`config.mk`:
```
export PLATFORM = sky130hd
export DESIGN_NAME = ccu_regs
export DESIGN_NICKNAME = d
export VERILOG_FILES = /design/src/rtl/ccu_pkg.sv /design/src/rtl/ccu_regs.sv
export SDC_FILE = /design/constraint.sdc
export NUM_CORES = 1
export LEC_CHECK = 0
export ABC_AREA = 1
export BUFFER_PORTS_ARGS = -buffer_cell sky130_fd_sc_hd__clkbuf_2
export CAP_MARGIN = 20
export CELL_PAD_IN_SITES_DETAIL_PLACEMENT = 0
export CELL_PAD_IN_SITES_GLOBAL_PLACEMENT = 1
export CORE_MARGIN = 4
export CORE_UTILIZATION = 44
export DETAILED_ROUTE_END_ITERATION = 12
export PLACE_DENSITY = 0.78
export RECOVER_POWER = 50
export SETUP_SLACK_MARGIN = 0.4
export SLEW_MARGIN = 40
export SYNTH_ARGS = -nofsm -noshare
export SYNTH_HDL_FRONTEND = slang
export SYNTH_SLANG_ARGS = --single-unit
```
`constraint.sdc`:
```
create_clock -name ref_clk -period 1.75 [get_ports ref_clk]
set_input_delay 0 -clock ref_clk [delete_from_list [all_inputs] [get_ports ref_clk]]
set_output_delay 0 -clock ref_clk [all_outputs]
set_load 0.005 [all_outputs]
```
`src/rtl/ccu_pkg.sv`:
```
package ccu_pkg;

   // ************************************************************
   // Register map (byte offsets on the bus)
   // ************************************************************
   localparam int          CCU_AW           = 8;
   localparam logic [7:0]  CCU_OFS_WAKE     = 8'h00;
   localparam logic [7:0]  CCU_OFS_PULLDN   = 8'h0c;
   localparam logic [7:0]  CCU_OFS_XIP      = 8'h14;
   localparam logic [7:0]  CCU_OFS_KEY      = 8'h1c;
   localparam logic [7:0]  CCU_OFS_GPIO     = 8'h20;
   localparam logic [7:0]  CCU_OFS_PRIO     = 8'h24;
   localparam logic [7:0]  CCU_OFS_PORT2    = 8'h28;
   localparam logic [7:0]  CCU_OFS_LAST     = 8'h28;

   // ************************************************************
   // Field layout
   // ************************************************************
   localparam int CCU_NSRC          = 31;
   localparam int CCU_WAKE_FILT_BIT = 31;
   localparam int CCU_PD_LSB        = 20;
   localparam int CCU_PD_W          = 8;
   localparam int CCU_NPORT         = 3;
   localparam int CCU_XIP_MODE_LSB  = 0;
   localparam int CCU_XIP_ENC_LSB   = 8;
   localparam int CCU_GPIO_ON_LSB   = 0;
   localparam int CCU_GPIO_PU_LSB   = 4;
   localparam int CCU_GPIO_DRV_LSB  = 8;
   localparam int CCU_GPIO_OUT_LSB  = 12;
   localparam int CCU_GPIO_IN_LSB   = 16;
   localparam int CCU_PRIO_SYS_BIT  = 0;
   localparam int CCU_PRIO_DISP_BIT = 1;
   localparam int CCU_UNLOCK_LSB    = 30;
   localparam int CCU_P2_W          = 8;

   // ************************************************************
   // Unlock codes, reset values, filter length, responses
   // ************************************************************
   localparam logic [1:0]  CCU_UNLOCK_IDLE  = 2'h0;
   localparam logic [1:0]  CCU_UNLOCK_STEP1 = 2'h1;
   localparam logic [1:0]  CCU_UNLOCK_STEP2 = 2'h2;
   localparam logic [1:0]  CCU_UNLOCK_OPEN  = 2'h3;
   localparam logic [31:0] CCU_RST_WORD     = 32'h0000_0000;
   localparam logic [2:0]  CCU_FILT_LEN     = 3'h4;
   localparam logic [1:0]  CCU_RESP_OKAY    = 2'h0;
   localparam logic [1:0]  CCU_RESP_SLVERR  = 2'h2;
   localparam logic [1:0]  CCU_RESP_DECERR  = 2'h3;

endpackage

```
`src/rtl/ccu_regs.sv`:
```
// Contract
// - Only supervisor accesses; user gets error
// - Filter bit routes wake sources through deglitcher
// - Thirty-one wake source enable bits
// - Bits 0-15 map to IRQ groups a,b
// - Bits 16-20: watchdog, reset, debug, irq, I2C
// - Bits 21-30: group c, comparators, USB, detector
// - Pulldown bits 27:20 drive pulse pin pulldowns
// - Encrypt bit enables XIP data encryption
// - XIP bit places port in XIP
// - Key register writable, always reads zero
// - GPIO bit hands select pin to GPIO
// - Pullup in input mode; drive enable
// - Output level bit drives select pin
// - Input bit reads back pin level
// - Unlock 01,10,11 before priority bits change
// - Writing 00 relocks; others keep 11
// - Read-only priority bits ignore writes, no error
// - Priority bits: MCU first on two RAMs
`timescale 1ns/1ps
module ccu_regs
   import ccu_pkg::*;
(
   // Clock and reset
   input  wire logic                  ref_clk,
   input  wire logic                  nrst,
   // AXI4-Lite write address and data
   input  wire logic [CCU_AW-1:0]     s_axi_awaddr,
   input  wire logic [2:0]            s_axi_awprot,
   input  wire logic                  s_axi_awvalid,
   output      logic                  s_axi_awready,
   input  wire logic [31:0]           s_axi_wdata,
   input  wire logic [3:0]            s_axi_wstrb,
   input  wire logic                  s_axi_wvalid,
   output      logic                  s_axi_wready,
   // AXI4-Lite write response
   output      logic [1:0]            s_axi_bresp,
   output      logic                  s_axi_bvalid,
   input  wire logic                  s_axi_bready,
   // AXI4-Lite read
   input  wire logic [CCU_AW-1:0]     s_axi_araddr,
   input  wire logic [2:0]            s_axi_arprot,
   input  wire logic                  s_axi_arvalid,
   output      logic                  s_axi_arready,
   output      logic [31:0]           s_axi_rdata,
   output      logic [1:0]            s_axi_rresp,
   output      logic                  s_axi_rvalid,
   input  wire logic                  s_axi_rready,
   // Wakeup sources and request to the power controller
   input  wire logic [CCU_NSRC-1:0]   wake_src_raw,
   output      logic                  wake_req,
   // Pulse pin pulldowns
   output      logic [CCU_PD_W-1:0]   pulldown_bits,
   // Flash controller configuration
   output      logic [CCU_NPORT-1:0]  xip_mode_on,
   output      logic [CCU_NPORT-1:0]  xip_encrypt_on,
   output      logic [31:0]           flash_key,
   // Flash chip-select pins
   input  wire logic [CCU_NPORT-1:0]  ctrl_select_n,
   input  wire logic [CCU_NPORT-1:0]  select_pin_i,
   output      logic [CCU_NPORT-1:0]  select_pin_o,
   output      logic [CCU_NPORT-1:0]  select_pin_oe,
   output      logic [CCU_NPORT-1:0]  select_pullup_on,
   // RAM arbitration and port 2 pin functions
   output      logic                  sysram_mcu_first,
   output      logic                  dispram_mcu_first,
   output      logic [CCU_P2_W-1:0]   port2_function_config
);

   // ************************************************************
   // State
   // ************************************************************
   typedef struct packed {
      logic [31:0]                  wake;
      logic [CCU_PD_W-1:0]          pd;
      logic [CCU_NPORT-1:0]         xip_mode;
      logic [CCU_NPORT-1:0]         xip_enc;
      logic [31:0]                  key;
      logic [CCU_NPORT-1:0]         gp_on;
      logic [CCU_NPORT-1:0]         gp_pu;
      logic [CCU_NPORT-1:0]         gp_drv;
      logic [CCU_NPORT-1:0]         gp_out;
      logic [CCU_NPORT-1:0]         sel_meta;
      logic [CCU_NPORT-1:0]         sel_sync;
      logic                         prio_sys;
      logic                         prio_disp;
      logic [1:0]                   unlock;
      logic [CCU_P2_W-1:0]          p2;
      logic [CCU_NSRC-1:0]          src_meta;
      logic [CCU_NSRC-1:0]          src_sync;
      logic [CCU_NSRC-1:0]          src_filt;
      logic [CCU_NSRC-1:0][2:0]     filt_cnt;
      logic                         wake_req;
      logic                         bvalid;
      logic [1:0]                   bresp;
      logic                         rvalid;
      logic [1:0]                   rresp;
      logic [31:0]                  rdata;
   } ccu_state_t;

   ccu_state_t st_q;
   ccu_state_t st_d;

   // Byte-lane merge for plain read/write registers
   function automatic logic [31:0] ccu_merge(input logic [31:0] old_v,
                                             input logic [31:0] new_v,
                                             input logic [3:0]  strb);
      logic [31:0] res;
      res = old_v;
      for (int b = 0; b < 4; b++) begin
         if (strb[b]) begin
            res[8*b +: 8] = new_v[8*b +: 8];
         end
      end
      return res;
   endfunction

   // ************************************************************
   // Next-state logic
   // ************************************************************
   logic                  wr_go;
   logic                  rd_go;
   logic [CCU_AW-1:0]     wa;
   logic [CCU_AW-1:0]     ra;
   logic [31:0]           cur;
   logic [31:0]           nw;
   logic [31:0]           rv;
   logic [1:0]            wcode;
   logic [CCU_NSRC-1:0]   src_sel;

   assign wr_go = s_axi_awvalid & s_axi_wvalid & ~st_q.bvalid;
   assign rd_go = s_axi_arvalid & ~st_q.rvalid;
   assign wa    = {s_axi_awaddr[CCU_AW-1:2], 2'h0};
   assign ra    = {s_axi_araddr[CCU_AW-1:2], 2'h0};
   assign wcode = s_axi_wdata[CCU_UNLOCK_LSB +: 2];

   always_comb begin
      st_d    = st_q;
      cur     = CCU_RST_WORD;
      nw      = CCU_RST_WORD;
      rv      = CCU_RST_WORD;
      src_sel = '0;

      // Two-flop synchronisers for pins
      st_d.src_meta = wake_src_raw;
      st_d.src_sync = st_q.src_meta;
      st_d.sel_meta = select_pin_i;
      st_d.sel_sync = st_q.sel_meta;

      // Deglitch: a level must hold for the filter length to pass
      for (int i = 0; i < CCU_NSRC; i++) begin
         if (st_q.src_sync[i] == st_q.src_filt[i]) begin
            st_d.filt_cnt[i] = 3'h0;
         end else if (st_q.filt_cnt[i] == CCU_FILT_LEN - 3'h1) begin
            st_d.filt_cnt[i] = 3'h0;
            st_d.src_filt[i] = st_q.src_sync[i];
         end else begin
            st_d.filt_cnt[i] = st_q.filt_cnt[i] + 3'h1;
         end
      end

      // Source index equals enable bit index: groups a,b, then
      // watchdog .. I2C, then group c, comparators, USB, detector
      if (st_q.wake[CCU_WAKE_FILT_BIT]) begin
         src_sel = st_q.src_filt;
      end else begin
         src_sel = st_q.src_sync;
      end
      st_d.wake_req = |(src_sel & st_q.wake[CCU_NSRC-1:0]);

      // ---------------- Write channel ----------------
      if (st_q.bvalid && s_axi_bready) begin
         st_d.bvalid = 1'b0;
      end
      if (wr_go) begin
         st_d.bvalid = 1'b1;
         if (!s_axi_awprot[0]) begin
            st_d.bresp = CCU_RESP_SLVERR;
         end else if (wa > CCU_OFS_LAST) begin
            st_d.bresp = CCU_RESP_DECERR;
         end else begin
            st_d.bresp = CCU_RESP_OKAY;
            case (wa)
               CCU_OFS_WAKE: begin
                  st_d.wake = ccu_merge(st_q.wake, s_axi_wdata,
                                        s_axi_wstrb);
               end
               CCU_OFS_PULLDN: begin
                  cur = '0;
                  cur[CCU_PD_LSB +: CCU_PD_W] = st_q.pd;
                  nw  = ccu_merge(cur, s_axi_wdata, s_axi_wstrb);
                  st_d.pd = nw[CCU_PD_LSB +: CCU_PD_W];
               end
               CCU_OFS_XIP: begin
                  cur = '0;
                  cur[CCU_XIP_MODE_LSB +: CCU_NPORT] = st_q.xip_mode;
                  cur[CCU_XIP_ENC_LSB +: CCU_NPORT]  = st_q.xip_enc;
                  nw  = ccu_merge(cur, s_axi_wdata, s_axi_wstrb);
                  st_d.xip_mode = nw[CCU_XIP_MODE_LSB +: CCU_NPORT];
                  st_d.xip_enc  = nw[CCU_XIP_ENC_LSB +: CCU_NPORT];
               end
               CCU_OFS_KEY: begin
                  st_d.key = ccu_merge(st_q.key, s_axi_wdata,
                                       s_axi_wstrb);
               end
               CCU_OFS_GPIO: begin
                  cur = '0;
                  cur[CCU_GPIO_ON_LSB  +: CCU_NPORT] = st_q.gp_on;
                  cur[CCU_GPIO_PU_LSB  +: CCU_NPORT] = st_q.gp_pu;
                  cur[CCU_GPIO_DRV_LSB +: CCU_NPORT] = st_q.gp_drv;
                  cur[CCU_GPIO_OUT_LSB +: CCU_NPORT] = st_q.gp_out;
                  nw  = ccu_merge(cur, s_axi_wdata, s_axi_wstrb);
                  st_d.gp_on  = nw[CCU_GPIO_ON_LSB  +: CCU_NPORT];
                  st_d.gp_pu  = nw[CCU_GPIO_PU_LSB  +: CCU_NPORT];
                  st_d.gp_drv = nw[CCU_GPIO_DRV_LSB +: CCU_NPORT];
                  st_d.gp_out = nw[CCU_GPIO_OUT_LSB +: CCU_NPORT];
               end
               CCU_OFS_PRIO: begin
                  // Priority bits judge the lock as it stood before
                  // this write, so one write cannot unlock and change
                  if (s_axi_wstrb[0] &&
                      st_q.unlock == CCU_UNLOCK_OPEN) begin
                     st_d.prio_sys  = s_axi_wdata[CCU_PRIO_SYS_BIT];
                     st_d.prio_disp = s_axi_wdata[CCU_PRIO_DISP_BIT];
                  end
                  if (s_axi_wstrb[3]) begin
                     if (st_q.unlock == CCU_UNLOCK_OPEN) begin
                        if (wcode == CCU_UNLOCK_IDLE) begin
                           st_d.unlock = CCU_UNLOCK_IDLE;
                        end
                     end else if (wcode == CCU_UNLOCK_STEP1) begin
                        st_d.unlock = CCU_UNLOCK_STEP1;
                     end else if (wcode == CCU_UNLOCK_STEP2 &&
                                  st_q.unlock == CCU_UNLOCK_STEP1) begin
                        st_d.unlock = CCU_UNLOCK_STEP2;
                     end else if (wcode == CCU_UNLOCK_OPEN &&
                                  st_q.unlock == CCU_UNLOCK_STEP2) begin
                        st_d.unlock = CCU_UNLOCK_OPEN;
                     end else begin
                        st_d.unlock = CCU_UNLOCK_IDLE;
                     end
                  end
               end
               CCU_OFS_PORT2: begin
                  cur = '0;
                  cur[CCU_P2_W-1:0] = st_q.p2;
                  nw  = ccu_merge(cur, s_axi_wdata, s_axi_wstrb);
                  st_d.p2 = nw[CCU_P2_W-1:0];
               end
               default: begin
                  // Reserved words swallow the write
                  st_d.bresp = CCU_RESP_OKAY;
               end
            endcase
         end
      end

      // ---------------- Read channel ----------------
      if (st_q.rvalid && s_axi_rready) begin
         st_d.rvalid = 1'b0;
      end
      if (rd_go) begin
         st_d.rvalid = 1'b1;
         case (ra)
            CCU_OFS_WAKE: begin
               rv = st_q.wake;
            end
            CCU_OFS_PULLDN: begin
               rv[CCU_PD_LSB +: CCU_PD_W] = st_q.pd;
            end
            CCU_OFS_XIP: begin
               rv[CCU_XIP_MODE_LSB +: CCU_NPORT] = st_q.xip_mode;
               rv[CCU_XIP_ENC_LSB +: CCU_NPORT]  = st_q.xip_enc;
            end
            CCU_OFS_GPIO: begin
               rv[CCU_GPIO_ON_LSB  +: CCU_NPORT] = st_q.gp_on;
               rv[CCU_GPIO_PU_LSB  +: CCU_NPORT] = st_q.gp_pu;
               rv[CCU_GPIO_DRV_LSB +: CCU_NPORT] = st_q.gp_drv;
               rv[CCU_GPIO_OUT_LSB +: CCU_NPORT] = st_q.gp_out;
               rv[CCU_GPIO_IN_LSB  +: CCU_NPORT] = st_q.sel_sync;
            end
            CCU_OFS_PRIO: begin
               rv[CCU_PRIO_SYS_BIT]       = st_q.prio_sys;
               rv[CCU_PRIO_DISP_BIT]      = st_q.prio_disp;
               rv[CCU_UNLOCK_LSB +: 2]    = st_q.unlock;
            end
            CCU_OFS_PORT2: begin
               rv[CCU_P2_W-1:0] = st_q.p2;
            end
            default: begin
               // Key and reserved words read as zero
               rv = CCU_RST_WORD;
            end
         endcase
         if (!s_axi_arprot[0]) begin
            st_d.rresp = CCU_RESP_SLVERR;
            st_d.rdata = CCU_RST_WORD;
         end else if (ra > CCU_OFS_LAST) begin
            st_d.rresp = CCU_RESP_DECERR;
            st_d.rdata = CCU_RST_WORD;
         end else begin
            st_d.rresp = CCU_RESP_OKAY;
            st_d.rdata = rv;
         end
      end
   end

   // ************************************************************
   // State register
   // ************************************************************
   always_ff @(posedge ref_clk or negedge nrst) begin
      if (!nrst) begin
         st_q <= '0;
      end else begin
         st_q <= st_d;
      end
   end

   // ************************************************************
   // Outputs
   // ************************************************************
   assign s_axi_awready = wr_go;
   assign s_axi_wready  = wr_go;
   assign s_axi_bvalid  = st_q.bvalid;
   assign s_axi_bresp   = st_q.bresp;
   assign s_axi_arready = ~st_q.rvalid;
   assign s_axi_rvalid  = st_q.rvalid;
   assign s_axi_rresp   = st_q.rresp;
   assign s_axi_rdata   = st_q.rdata;

   assign wake_req              = st_q.wake_req;
   assign pulldown_bits         = st_q.pd;
   assign xip_mode_on           = st_q.xip_mode;
   assign xip_encrypt_on        = st_q.xip_enc;
   assign flash_key             = st_q.key;
   assign sysram_mcu_first      = st_q.prio_sys;
   assign dispram_mcu_first     = st_q.prio_disp;
   assign port2_function_config = st_q.p2;

   // Pin mux: in flash mode the controller always drives its select
   assign select_pin_o  = (st_q.gp_on & st_q.gp_out) |
                          (~st_q.gp_on & ctrl_select_n);
   assign select_pin_oe = (st_q.gp_on & st_q.gp_drv) |
                          ~st_q.gp_on;
   // Pullup only serves an undriven input pin
   assign select_pullup_on = st_q.gp_on & st_q.gp_pu &
                             ~st_q.gp_drv;

endmodule // ccu_regs

```
==> impl_metrics.json <==
{
  "drv_cap": 0,
  "worst_pin_slew_ns": 0.999,
  "hpwlAfterDp_mm": 23.8,
  "whs_ns": 0.0106,
  "synthTopCellsByArea": "dfrtp_1, nand2_1, buf_4",
  "final-setup-viol-count": 0,
  "core_area_um2": 31900,
  "grt_pass1_vias": 10803,
  "synth_seq_cells": 333,
  "syn_area_per_cell_um2": 9.74,
  "area_growth_syn_to_layout_pct": 27.0,
  "wl_mm": 35.5,
  "hold_class": "in2reg",
  "swShare_pct": 26.1,
  "yosys.area.top_type": "dfrtp_1",
  "routed_via_density": 4.79,
  "synthAdderAreaFrac_pct": 2.70,
  "diodes": 0,
  "synth_edf_count": 0,
  "p_leak_nw": 8.92,
  "drc": 0,
  "required_ns": 2.13,
  "grt_remaining_overflow": 0,
  "cts_tree": "done",
  "clk_transition_reported_paths_ns": 0.06,
  "wl_per_cell_um": 16.1,
  "r2r_start": "s_axi_bvalid",
  "p_int_w": 0.0148,
  "hold_depth": 6,
  "grt_pass1_wl_mm": 57.3,
  "cts_buffer_depth": 3,
  "yosysUniqueCellTypes": 38,
  "ys_warn_count": 0,
  "antenna_found_initial": 0,
  "hp-start": "s_axi_awaddr[3]",
  "grt_max_degree": 61,
  "synth_top_family_by_area": "simple AND/OR/NAND/NOR gates",
  "async_flop_share_pct": 100,
  "p_per_area_nw_per_um2": 1100,
  "clkPwrFrac_pct": 38.8,
  "syn_area_um2": 14300,
  "via_count": 10567,
  "hold_viol": 0,
  "dieWidth_um": 189,
  "dieArea_um2": 35500,
  "yosysTopAreaCellShare_pct": 58.1,
  "ant_nets": 0,
  "min_delay_worst_endpoint": "sysram_mcu_first",
  "groute.usage.overall_pct": 20.0,
  "ff2ff_path_depth": 8,
  "clock_skew_ns": 0.0138,
  "comb_power_share_pct": 14.4,
  "fmax_mhz": 643,
  "cts_root_buf": "clkbuf_16",
  "fp.dieH_um": 189,
  "cp-start-kind": "flop",
  "vdd_ir_drop_max_uv": 689,
  "synth-simple-area-share_pct": 19.8,
  "cts_max_level": 2,
  "power_switching_w": 0.00523,
  "portBuffers": 200,
  "rrSetupSlack_ns": 0.19,
  "ys_seq_area_share_pct": 58.1,
  "max_slew_margin_pct": 33.4,
  "worstSkewPairLatency_ns": 0.51,
  "cp_data_arrival_time_ns": 1.94,
  "clock-sinks": 333,
  "start_util_pct": 45.0,
  "sequentialPowerShare_pct": 46.8,
  "cp-end-kind": "flop",
  "gp_congestion": 0.831,
  "outcome": "finished clean",
  "synth_xor_area_share_pct": 1.89,
  "nNetsFinal": 1875,
  "ys.flop_type": "dfrtp_1",
  "slew_violations": 0,
  "path_max_fanout": 8,
  "io_pins": 209,
  "cts_buffers": 37,
  "num_rows": 65,
  "fin_tns_setup_ns": 0,
  "syn_inst": 1472,
  "critical_path_class": "reg2reg",
  "period_needed_ns": 1.56,
  "drive_above_1_share_pct": 26.3,
  "reg2reg_to": "flash_key[14]",
  "drtPass1Iterations": 5,
  "syn_nets": 1605,
  "synth_compound_area_share_pct": 7.77,
  "first_iter_violations": 555,
  "rsz0062_at_grt": "yes",
  "min_period_over_period_pct": 88.9,
  "muxShareOfSynthArea_pct": 0
}
[how the worst max path moves through the flow]
stage / cells after the start / end / from / slack [ns]
after floorplan: 7 / flash_key[6] / s_axi_bvalid / 0.29
final: 8 / flash_key[14] / s_axi_bvalid / 0.19
after CTS: 8 / wake_req / st_q[332] / 0.22
after global routing: 3 / s_axi_rdata[13] / nrst / 0.12
after global placement: 6 / flash_key[1] / s_axi_bvalid / 0.19
after detailed placement: 6 / flash_key[5] / s_axi_bvalid / 0.12
[power by group through the flow]
stage / registers, W / clock network [W] / logic (W)
finish: 0.00935 / 0.00776 / 0.00288
global route: 0.00947 / 0.00831 / 0.00340
CTS: 0.00935 / 0.00796 / 0.00291
detailed placement: 0.00948 / 0 / 0.00269
global placement: 0.00942 / 0 / 0.00257
floorplan: 0.00932 / 0 / 0.00196
[layout by cell type, fill, tap and decap left out, types with 40 or more instances in the layout]
master / n
dlygate4sd3_1: 79
o21ai_1: 65
nor2_1: 72
clkbuf_16: 40
nand2_1: 356
clkbuf_2: 185
dfrtp_1: 332
o21ai_0: 60
nand2_2: 53
inv_1: 136
[synth_stat cells, types with 5 or more instances]
cell type / count
nand3_1: 21
a22oi_1: 8
clkbuf_1: 7
buf_4: 91
o21ai_2: 24
buf_2: 9
o21ai_1: 74
nand3_4: 9
inv_1: 141
nor2_4: 5
nor3_1: 34
ha_1: 31
buf_6: 6
nand2_1: 418
nor3b_1: 30
o211ai_1: 9
a21oi_1: 13
o21ai_0: 62
nor2_1: 77
dfrtp_1: 333
nor2_2: 7
xnor2_1: 31
[cells by family (layout without fill, tap and decap cells)]
group | count (synthesis) | after routing
simple gates | 622 | 629
flops | 333 | 333
buf+inv | 261 | 552
compound gates | 194 | 194
fa+ha+maj | 31 | 31
xor+xnor | 31 | 31
[per-stage QoR]
stage | setup slack, ns | util [%] | total power, W | instances | instance area [um2]
final | 0.194 | 57.1 | 0.0200 | 2205 | 18200
after global routing | 0.115 | 57.1 | 0.0212 | 2205 | 18200
after CTS | 0.220 | 56.0 | 0.0202 | 2190 | 17800
after detailed placement | 0.125 | 48.1 | 0.0122 | 2016 | 15300
after global placement | 0.187 | 48.1 | 0.0120 | 2016 | 15300
after floorplan | 0.287 | - | 0.0113 | 1472 | 14400
[layer usage]
metal	GRT usage [%]	vias up	wire length, um
met5	0	-	0
met4	4.99	0	798
met3	3.82	49	1790
met2	33.5	257	17100
met1	27.0	5086	15800
li1	-	5175	-
[area by class of cell]
cell class                      instances  area (um2)
Inverter                              145         551
Clock buffer                           55        1130
Multi-Input combinational cell        885        5130
Timing Repair Buffer                  340        2420
Tap cell                              435         544
Clock inverter                         12         114
Fill cell                            2807       13700
Sequential cell                       333        8330
[sequential cells by signal, summed over array words and instances (netlist names)]
register               flops
flash_key                 32
xip_encrypt_on             3
port2_function_config      8
s_axi_bresp                2
xip_mode_on                3
st_q                     204
s_axi_bvalid               1
st_d                      34
s_axi_rdata               32
pulldown_bits              8
dispram_mcu_first          1
wake_req                   1
s_axi_rresp                2
sysram_mcu_first           1
s_axi_rvalid               1
[what timing repair did]
item | in CTS | in global routing
hold endpoints to repair | 473 | 0
endpoints found under the setup margin | 120 | 130
hold buffers | 79 | 0
gates cloned | 7 | 1
buffers inserted | 21 | 13
pin swaps | 16 | 29
resized for setup | 44 | 97
[critical path: stages (launching register included)]
cell     delay, ns
dfrtp_1       0.41
nor2_4        0.13
nand2_4       0.12
nor2_4        0.15
buf_12        0.14
nand3_4       0.13
buf_12        0.22
nand2_4       0.07
o21ai_4       0.05
(Power assumes the default switching activity.)
